## config.mk

```make
export PLATFORM = sky130hd
export DESIGN_NAME = match_capture_timer
export DESIGN_NICKNAME = d
export VERILOG_FILES = /design/src/mcct_pkg.sv /design/src/pin_sync.sv /design/src/match_unit.sv /design/src/match_capture_timer.sv
export SDC_FILE = /design/constraint.sdc
export NUM_CORES = 1
export LEC_CHECK = 0
export ABC_AREA = 1
export BUFFER_PORTS_ARGS = -buffer_cell sky130_fd_sc_hd__clkbuf_2
export CORE_UTILIZATION = 45
export DETAILED_ROUTE_END_ITERATION = 12
export MAX_ROUTING_LAYER = met4
export SLEW_MARGIN = 20
export SYNTH_ARGS = -nofsm -noshare
export SYNTH_HDL_FRONTEND = slang
export SYNTH_SLANG_ARGS = --single-unit
```

## constraint.sdc

```tcl
create_clock -name pclk -period 2.05 [get_ports pclk]
set_input_delay 0.41 -clock pclk [delete_from_list [all_inputs] [get_ports pclk]]
set_output_delay 0.41 -clock pclk [all_outputs]
set_load 0.05 [all_outputs]
```

## src/mcct_pkg.sv

```systemverilog
/*
 * Shared constants of the match/capture counter-timer: register offsets,
 * field positions, field codes and reset values.
 * Assumes a 32-bit APB master and byte addresses on paddr.
 */
// What this block does
// Chip holds two 32-bit and two 16-bit instances of this one design.
// Each instance has a prescaler as wide as its counter, ahead of it.
// Timer mode: counter advances once per prescaled system clock period.
// Mode select: timer, or counting edges of the external event input.
// Four independent match registers compared against the running count.
// Per match: keep counting, optionally flag an interrupt.
// Per match: halt the counter, optionally flag an interrupt.
// Per match: return counter to zero, optionally flag an interrupt.
// One capture channel copies the count when its input changes.
// Capture may flag an interrupt under a per-instance enable.
// Four match outputs, one tied to each match register.
// On match each output goes low, high, toggles, or stays.
// Match is count equal to value; reset/stop act at next count clock.
// Reset clears count, prescaler, matches, capture, flags, config; stopped.
package mcct_pkg;
	localparam int ADDR_W = 12;
	localparam int NUM_MATCH = 4;
	localparam int STS_W = 5;
	// register byte offsets
	localparam logic [11:0] OFS_CTRL = 12'h000;
	localparam logic [11:0] OFS_COUNT = 12'h004;
	localparam logic [11:0] OFS_PSC_LIM = 12'h008;
	localparam logic [11:0] OFS_PSC_CNT = 12'h00C;
	localparam logic [11:0] OFS_MCTRL = 12'h010;
	localparam logic [11:0] OFS_ECTRL = 12'h014;
	localparam logic [11:0] OFS_CAPT = 12'h018;
	localparam logic [11:0] OFS_ISTAT = 12'h01C;
	localparam logic [11:0] OFS_MATCH0 = 12'h020;
	localparam logic [11:0] OFS_MATCH3 = 12'h02C;
	localparam logic [11:0] OFS_IMASK = 12'h030;
	// control register fields
	localparam int CTRL_EN = 0;
	localparam int CTRL_CRST = 1;
	localparam int CTRL_MODE_LO = 2;
	localparam int CTRL_CAPSEL_LO = 4;
	localparam int CTRL_CAPIE = 6;
	localparam int CTRL_W = 7;
	// count mode codes
	localparam logic [1:0] MODE_TIMER = 2'h0;
	localparam logic [1:0] MODE_RISE = 2'h1;
	localparam logic [1:0] MODE_FALL = 2'h2;
	localparam logic [1:0] MODE_BOTH = 2'h3;
	// match control: three bits per channel
	localparam int MC_STRIDE = 3;
	localparam int MC_IRQ = 0;
	localparam int MC_RST = 1;
	localparam int MC_STOP = 2;
	localparam int MC_W = 12;
	// output control: two action bits per channel, levels above
	localparam int EC_STRIDE = 2;
	localparam int EC_LVL_LO = 8;
	localparam int EC_W = 12;
	localparam logic [1:0] ACT_NONE = 2'h0;
	localparam logic [1:0] ACT_LOW = 2'h1;
	localparam logic [1:0] ACT_HIGH = 2'h2;
	localparam logic [1:0] ACT_TOGGLE = 2'h3;
	// status bit of the capture event, match events take bits 0..3
	localparam int STS_CAP = 4;
	localparam logic [31:0] RST_WORD = 32'h0000_0000;
endpackage

```

## src/pin_sync.sv

```systemverilog
/*
 * Three-stage synchroniser for one pin with edge pulses.
 * Assumes the pin is asynchronous to pclk; the filtered level only moves
 * when the second and third stages agree.
 */
`timescale 1ns/1ps
module pin_sync (
	// clock and reset
	input wire logic pclk,
	input wire logic presetn,
	// pin side
	input wire logic pin,
	// filtered edges
	output logic rise,
	output logic fall
);
	typedef struct packed {
		logic s1;
		logic s2;
		logic s3;
		logic lvl;
		logic rise;
		logic fall;
	} sync_t;

	sync_t s_r;
	sync_t s_nxt;

	// first stage feeds only the second
	always_comb begin
		s_nxt = s_r;
		s_nxt.s1 = pin;
		s_nxt.s2 = s_r.s1;
		s_nxt.s3 = s_r.s2;
		s_nxt.rise = 1'b0;
		s_nxt.fall = 1'b0;
		if (s_r.s2 == s_r.s3 && s_r.s3 != s_r.lvl) begin
			s_nxt.lvl = s_r.s3;
			s_nxt.rise = s_r.s3;
			s_nxt.fall = ~s_r.s3;
		end
	end

	always_ff @(posedge pclk or negedge presetn) begin
		if (!presetn) begin
			s_r <= '0;
		end else begin
			s_r <= s_nxt;
		end
	end

	assign rise = s_r.rise;
	assign fall = s_r.fall;
endmodule

```

## src/match_unit.sv

```systemverilog
/*
 * One match comparator: equality level and a pulse when equality begins.
 * Assumes count and value are stable registers on pclk.
 */
`timescale 1ns/1ps
module match_unit #(
	parameter int WIDTH = 32
) (
	// clock and reset
	input wire logic pclk,
	input wire logic presetn,
	// compared values
	input wire logic [WIDTH-1:0] count,
	input wire logic [WIDTH-1:0] value,
	// results
	output logic eq,
	output logic hit
);
	typedef struct packed {
		logic eq_prev;
	} mu_t;

	mu_t s_r;
	mu_t s_nxt;

	// a held equality raises only one event
	always_comb begin
		s_nxt = s_r;
		s_nxt.eq_prev = (count == value);
	end

	always_ff @(posedge pclk or negedge presetn) begin
		if (!presetn) begin
			s_r <= '0;
		end else begin
			s_r <= s_nxt;
		end
	end

	assign eq = (count == value);
	assign hit = eq & ~s_r.eq_prev;
endmodule

```

## src/match_capture_timer.sv

```systemverilog
/*
 * Counter/timer with prescaler, four match channels, one capture channel,
 * match outputs and a masked interrupt, as an APB slave.
 * Assumes one clock pclk at 25 MHz; count and capture pins are asynchronous.
 */
// Register access over APB and the address map are this design's own decisions.
`timescale 1ns/1ps
module match_capture_timer #(
	parameter int WIDTH = 32
) (
	// clock and reset
	input wire logic pclk,
	input wire logic presetn,
	// apb slave
	input wire logic [mcct_pkg::ADDR_W-1:0] paddr,
	input wire logic psel,
	input wire logic penable,
	input wire logic pwrite,
	input wire logic [31:0] pwdata,
	output logic [31:0] prdata,
	output logic pready,
	output logic pslverr,
	// pins
	input wire logic count_in,
	input wire logic capture_in,
	output logic [mcct_pkg::NUM_MATCH-1:0] match_out,
	// interrupt
	output logic irq
);
	import mcct_pkg::*;

	typedef struct packed {
		logic [CTRL_W-1:0] ctrl;
		logic [WIDTH-1:0] psc_lim;
		logic [WIDTH-1:0] psc_cnt;
		logic [WIDTH-1:0] count;
		logic [MC_W-1:0] mctrl;
		logic [EC_W-1:0] ectrl;
		logic [WIDTH-1:0] capt;
		logic [NUM_MATCH-1:0][WIDTH-1:0] mval;
		logic [STS_W-1:0] sts;
		logic [STS_W-1:0] msk;
		logic [31:0] rdata;
		logic ready;
		logic err;
		logic irq;
	} tmr_t;

	tmr_t s_r;
	tmr_t s_nxt;

	logic cnt_rise;
	logic cnt_fall;
	logic cap_rise;
	logic cap_fall;
	logic [NUM_MATCH-1:0] eq;
	logic [NUM_MATCH-1:0] hit;
	logic [1:0] mode;
	logic running;
	logic inc_evt;
	logic cnt_clk;
	logic cap_evt;
	logic [NUM_MATCH-1:0] rst_req;
	logic [NUM_MATCH-1:0] stop_req;
	logic [NUM_MATCH-1:0] irq_en;
	logic setup;
	logic wr;
	logic [STS_W-1:0] sts_set;
	logic [STS_W-1:0] sts_clr;

	// pins pass three flops before anything looks at them
	pin_sync u_cnt_sync (
		.pclk(pclk),
		.presetn(presetn),
		.pin(count_in),
		.rise(cnt_rise),
		.fall(cnt_fall)
	);

	pin_sync u_cap_sync (
		.pclk(pclk),
		.presetn(presetn),
		.pin(capture_in),
		.rise(cap_rise),
		.fall(cap_fall)
	);

	// one comparator per match register
	genvar gi;
	generate
		for (gi = 0; gi < NUM_MATCH; gi++) begin : g_match
			match_unit #(
				.WIDTH(WIDTH)
			) u_match (
				.pclk(pclk),
				.presetn(presetn),
				.count(s_r.count),
				.value(s_r.mval[gi]),
				.eq(eq[gi]),
				.hit(hit[gi])
			);
			assign rst_req[gi] = s_r.mctrl[gi*MC_STRIDE+MC_RST];
			assign stop_req[gi] = s_r.mctrl[gi*MC_STRIDE+MC_STOP];
			assign irq_en[gi] = s_r.mctrl[gi*MC_STRIDE+MC_IRQ];
		end
	endgenerate

	// count source select; the prescaler divides timer cycles or events alike
	always_comb begin
		mode = s_r.ctrl[CTRL_MODE_LO +: 2];
		running = s_r.ctrl[CTRL_EN] & ~s_r.ctrl[CTRL_CRST];
		if (mode == MODE_TIMER) begin
			inc_evt = 1'b1;
		end else if (mode == MODE_RISE) begin
			inc_evt = cnt_rise;
		end else if (mode == MODE_FALL) begin
			inc_evt = cnt_fall;
		end else begin
			inc_evt = cnt_rise | cnt_fall;
		end
		cnt_clk = running & inc_evt & (s_r.psc_cnt == s_r.psc_lim);
		cap_evt = (cap_rise & s_r.ctrl[CTRL_CAPSEL_LO]) | (cap_fall & s_r.ctrl[CTRL_CAPSEL_LO+1]);
		setup = psel & ~penable;
		wr = psel & penable & pwrite & s_r.ready;
	end

	// next state: bus writes first, then hardware events override
	always_comb begin
		s_nxt = s_r;
		sts_set = '0;
		sts_clr = '0;
		s_nxt.ready = setup;
		s_nxt.err = 1'b0;
		s_nxt.rdata = RST_WORD;
		// read data and error are prepared in the setup cycle
		if (setup) begin
			if (paddr == OFS_CTRL) begin
				s_nxt.rdata = 32'(s_r.ctrl);
			end else if (paddr == OFS_COUNT) begin
				s_nxt.rdata = 32'(s_r.count);
			end else if (paddr == OFS_PSC_LIM) begin
				s_nxt.rdata = 32'(s_r.psc_lim);
			end else if (paddr == OFS_PSC_CNT) begin
				s_nxt.rdata = 32'(s_r.psc_cnt);
			end else if (paddr == OFS_MCTRL) begin
				s_nxt.rdata = 32'(s_r.mctrl);
			end else if (paddr == OFS_ECTRL) begin
				s_nxt.rdata = 32'(s_r.ectrl);
			end else if (paddr == OFS_CAPT) begin
				s_nxt.rdata = 32'(s_r.capt);
			end else if (paddr == OFS_ISTAT) begin
				s_nxt.rdata = 32'(s_r.sts);
			end else if (paddr == OFS_IMASK) begin
				s_nxt.rdata = 32'(s_r.msk);
			end else if (paddr >= OFS_MATCH0 && paddr <= OFS_MATCH3 && paddr[1:0] == 2'h0) begin
				s_nxt.rdata = 32'(s_r.mval[paddr[3:2]]);
			end else begin
				s_nxt.err = 1'b1;
			end
		end
		// writes take effect at the access edge; read-only words ignore them
		if (wr) begin
			if (paddr == OFS_CTRL) begin
				s_nxt.ctrl = pwdata[CTRL_W-1:0];
			end else if (paddr == OFS_PSC_LIM) begin
				s_nxt.psc_lim = pwdata[WIDTH-1:0];
			end else if (paddr == OFS_MCTRL) begin
				s_nxt.mctrl = pwdata[MC_W-1:0];
			end else if (paddr == OFS_ECTRL) begin
				s_nxt.ectrl = pwdata[EC_W-1:0];
			end else if (paddr == OFS_ISTAT) begin
				sts_clr = pwdata[STS_W-1:0];
			end else if (paddr == OFS_IMASK) begin
				s_nxt.msk = pwdata[STS_W-1:0];
			end else if (paddr >= OFS_MATCH0 && paddr <= OFS_MATCH3 && paddr[1:0] == 2'h0) begin
				s_nxt.mval[paddr[3:2]] = pwdata[WIDTH-1:0];
			end
		end
		// held counter reset clears count and prescaler
		if (s_r.ctrl[CTRL_CRST]) begin
			s_nxt.count = '0;
			s_nxt.psc_cnt = '0;
		end else if (running && inc_evt) begin
			if (s_r.psc_cnt == s_r.psc_lim) begin
				s_nxt.psc_cnt = '0;
			end else begin
				s_nxt.psc_cnt = s_r.psc_cnt + 1'b1;
			end
		end
		// match actions land on the count clock after equality was seen
		if (cnt_clk) begin
			if (|(eq & stop_req)) begin
				s_nxt.ctrl[CTRL_EN] = 1'b0;
			end
			if (|(eq & rst_req)) begin
				s_nxt.count = '0;
			end else if (!(|(eq & stop_req))) begin
				s_nxt.count = s_r.count + 1'b1;
			end
		end
		// match events: flags and output actions
		for (int i = 0; i < NUM_MATCH; i++) begin
			if (hit[i]) begin
				sts_set[i] = irq_en[i];
				case (s_r.ectrl[i*EC_STRIDE +: 2])
					ACT_LOW: s_nxt.ectrl[EC_LVL_LO+i] = 1'b0;
					ACT_HIGH: s_nxt.ectrl[EC_LVL_LO+i] = 1'b1;
					ACT_TOGGLE: s_nxt.ectrl[EC_LVL_LO+i] = ~s_r.ectrl[EC_LVL_LO+i];
					default: s_nxt.ectrl[EC_LVL_LO+i] = s_r.ectrl[EC_LVL_LO+i];
				endcase
			end
		end
		// capture snapshots the count as it stands
		if (cap_evt) begin
			s_nxt.capt = s_r.count;
			sts_set[STS_CAP] = s_r.ctrl[CTRL_CAPIE];
		end
		// a new event beats a clear in the same cycle
		s_nxt.sts = (s_r.sts & ~sts_clr) | sts_set;
		s_nxt.irq = |(s_nxt.sts & s_nxt.msk);
	end

	// everything, config included, is cleared and stopped at reset
	always_ff @(posedge pclk or negedge presetn) begin
		if (!presetn) begin
			s_r <= '0;
		end else begin
			s_r <= s_nxt;
		end
	end

	// outputs straight from the state register
	assign prdata = s_r.rdata;
	assign pready = s_r.ready;
	assign pslverr = s_r.err;
	assign match_out = s_r.ectrl[EC_LVL_LO +: NUM_MATCH];
	assign irq = s_r.irq;
endmodule

```

==> qor.log <==
[grt] overall global routing resource usage 34.9%
[logic_synthesis] area share of the largest cell type after synthesis 42.7%
[logic_synthesis] count of unique library cells instantiated by Yosys 53
[logic_synthesis] cell area after technology mapping 20400 sq um
[run_status] outcome complete, but fails checks
[grt] overflow left after global routing 0
[sta] maximum clock skew at final layout 18.5 ps
[logic_synthesis] YS warnings 0
[detailed_routing] post-detailed-routing wire length 77400 microns
[cells_and_area] commonest non-fill, non-tap cell in the layout nand2_1
[clock_tree] number of clock buffers inserted by TritonCTS 42
[logic_synthesis] proportion of synthesized chip area in sequential cells 42.7%
[clock_tree] CTS clk-pin slew, worst paths 60 ps
[logic_synthesis] top cells by area, synth dfrtp_1 43%, nand2_1 17%, inv_1 5.2%
[placement] PortBufs 89
[sta] final hold violation count 0
[grt] met3 Use GR 5.68%
[logic_synthesis] Avg Synthesized Cell Area 7.35 sq um
[placement] worst setup slack after placement -238 ps
[power] Pwr per Cell Area 608 nW/um^2
[grt] number of global-route vias before repair 19500
[sta] share of the clock period used by the worst path 104%
[grt] antenna violations before repair 0
[sta] Achievable Freq 0.468 GHz
[grt] layer carrying the most global-route usage met2
[run_status] violations in the final reports setup timing
[floorplan] number of rows created at floorplan 77
[clock_tree] count of clock tree sinks 348
[clock_tree] H-tree depth 2
[power] total power 16.1 mW
[detailed_routing] initial drt markers 2293
[logic_synthesis] net count of the mapped netlist 2832
[grt] pin count of the biggest net entering global routing 65
[detailed_routing] number of iterations in the first detailed-routing pass 6
[critical_path] largest fanout on the critical path 8
[critical_path] kind of critical path reg -> reg
[logic_synthesis] leading register cell type out of synthesis dfrtp_1
[placement] placer's final routability congestion estimate 0.998
[detailed_routing] DRC violations left 0
[floorplan] Die Y-Extent 215 microns
[job] # Max-Cap Violations 0
[placement] HPWL after DPL 59300 microns
[floorplan] die area 46200 sq um
[clock_tree] later-pin clock latency in the skew report 590 ps
[logic_synthesis] largest area contributor in the synthesized netlist dfrtp_1
[hold_path] path category of the worst min-delay check in -> reg
[clock_tree] Clock Path Buffers 3
[sta] # setup viols final 25
[cells_and_area] share of layout cells above drive strength 1 26.5%
[sta] Slew HR 55.5%
[power] standby leakage power 12.7 nW
[floorplan] starting utilization of the core area 45.9%
[sta] worst-margin pin slew 666 ps
[critical_path] Worst Setup End Kind flip-flop
[cells_and_area] final core area utilization 59.6%
[floorplan] die boundary width 215 microns
[critical_path] CP required 2510 ps
[critical_path] crit path launch type flip-flop
[sta] post-route minimum period 2140 ps
[grt] GR Layer Usage met1 49.9%
[cells_and_area] number of inserted filler cells in the final layout 4154
[cells_and_area] commonest non-fill, non-tap cells in the layout 881 x nand2_1, 344 x buf_4, 317 x dfrtp_1, 270 x inv_1, 171 x nor2_1
[critical_path] Arr. time, crit path 2590 ps
[logic_synthesis] number of enable-type register cells in the synthesized netlist 0
[grt] met2 GRT Util 50.4%
[detailed_routing] Via density 5.35
[cells_and_area] cell area after layout 26500 sq um
[clock_tree] root buf cell clkbuf_16
[placement] Cell Area, Placed 23900 sq um
[sta] setup repair after global routing missed its margin true
[floorplan] top-level I/O count 90
[logic_synthesis] async set or reset register ratio after synthesis 100%
[sta] Max Slew Vio Count 0
[floorplan] CORE AREA 44500 sq um
[sta] post-route setup slack -86.5 ps
[cells_and_area] signed area change from the synthesized netlist to the final layout 29.9%
[detailed_routing] routed wirelength normalized by instance count 20.4 microns
[clock_tree] clock tree from TritonCTS done
[grt] first-pass GRT wire length 119000 microns
[detailed_routing] via count 20300
[detailed_routing] Antenna Violating Nets Remaining 0
[power] peak supply drop 0.556 mV
[logic_synthesis] Synth Register Bits 348
[cells_and_area] nets 3221
[logic_synthesis] post-synthesis cell count 2779
-- worst max-delay path: stages, from the launching register on --
cell	delay (ps)
dfrtp_2	500
inv_4	130
nand2_1	60
nand2_1	150
nand2_1	70
nor2_1	130
nand2_1	110
nor2_4	170
nand3_4	120
nand2_4	110
nor2_8	70
buf_12	160
nand2_4	60
nand2_2	40
nand2_1	50
nand2_1	70
-- area by class of cell --
type | count | area [sq um] | share of cell area, %
multi-input cells | 1951 | 10100 | 38.0
flip-flops and latches | 348 | 8750 | 33.0
well taps | 592 | 741 | 2.79
clock inverters | 19 | 254 | 0.958
repair buffers | 506 | 4250 | 16.0
diodes | 1 | 2.50 | 0.00943
clock buffers | 57 | 1220 | 4.59
inverters | 319 | 1220 | 4.61
-- registers in the layout (all words and copies together), names as in the netlist, 2 cells and up --
signal               flops
s_r                    283
prdata                  32
g_match.u_match.s_r      4
irq_en                   4
match_out                4
rst_req                  4
mode                     2
u_cap_sync.s_nxt         2
u_cap_sync.s_r           2
u_cnt_sync.s_nxt         2
u_cnt_sync.s_r           2
-- cell usage after synthesis (all sizes together), types with 26 or more instances --
cell type  instances
buf              129
o22ai             29
nor2             230
nor3              26
xnor2             72
dfrtp            348
o21ai            295
xor2              27
inv              317
a21oi             93
nand4             46
nand3             92
clkbuf            32
o211ai            38
nand2            937
-- logic make-up after synthesis --
| kind of cell | count (synthesis) | synth area share, % |
|---|---|---|
| buffers and inverters | 480 | 11.1 |
| DFF | 348 | 42.7 |
| adders and majority gates | 2 | 0.123 |
| muxes | 1 | 0.0490 |
| xor gates and xnor gates | 99 | 4.25 |
| AOI/OAI and AO/OA | 497 | 13.5 |
| and+or+nand+nor | 1352 | 28.3 |
-- where the power goes --
part / switching (mW) / internal, mW
Clock: 3.17 / 4.81
Combinational: 0.777 / 0.307
Sequential: 0.118 / 6.95
Total: 4.07 / 12.1
-- repair_timing --
action                     4_1_cts  5_1_grt
resized for setup              103      127
hold endpoints to repair        36        0
buffers inserted                24       10
hold buffers                     3        0
setup endpoints to repair       37       45
pin swaps                       43       51
gates cloned                     2        1
-- through the flow --
stage,hold WS [ps],setup TNS [ps],cells
4_1_cts,112,0,3783
3_5_place_dp,336,-22220,3681
6_report,136,-959,3793
5_1_grt,145,-3660,3792
3_3_place_gp,340,-22360,3681
2_1_floorplan,114,0,2779
-- per-layer routing --
layer / up-vias / wire (microns)
met4: 0 / 2480
met2: 878 / 33400
met5: - / 0
li1: 9628 / -
met1: 9660 / 34900
met3: 126 / 6610
-- path summary, 6_finish.rpt --
check / cells after the start / slack (ps) / end / from
worst min-delay path: 3 / 140 / s_r[39]$_DFF_PN0_ / pwdata[4]
worst max register to register: 15 / -90 / s_r[258]$_DFF_PN0_ / s_r[231]$_DFF_PN0_
worst max-delay path: 15 / -90 / s_r[258]$_DFF_PN0_ / s_r[231]$_DFF_PN0_
max in group asynchronous: 3 / 1000 / s_r[271]$_DFFE_PN0P_ / presetn
worst min register to register: 0 / 360 / u_cap_sync.s_nxt[3]$_DFF_PN0_ / u_cap_sync.s_nxt[4]$_DFF_PN0_
min in group asynchronous: 2 / 350 / irq_en[1]$_DFFE_PN0P_ / presetn
Power figures use the tool's default switching activity.
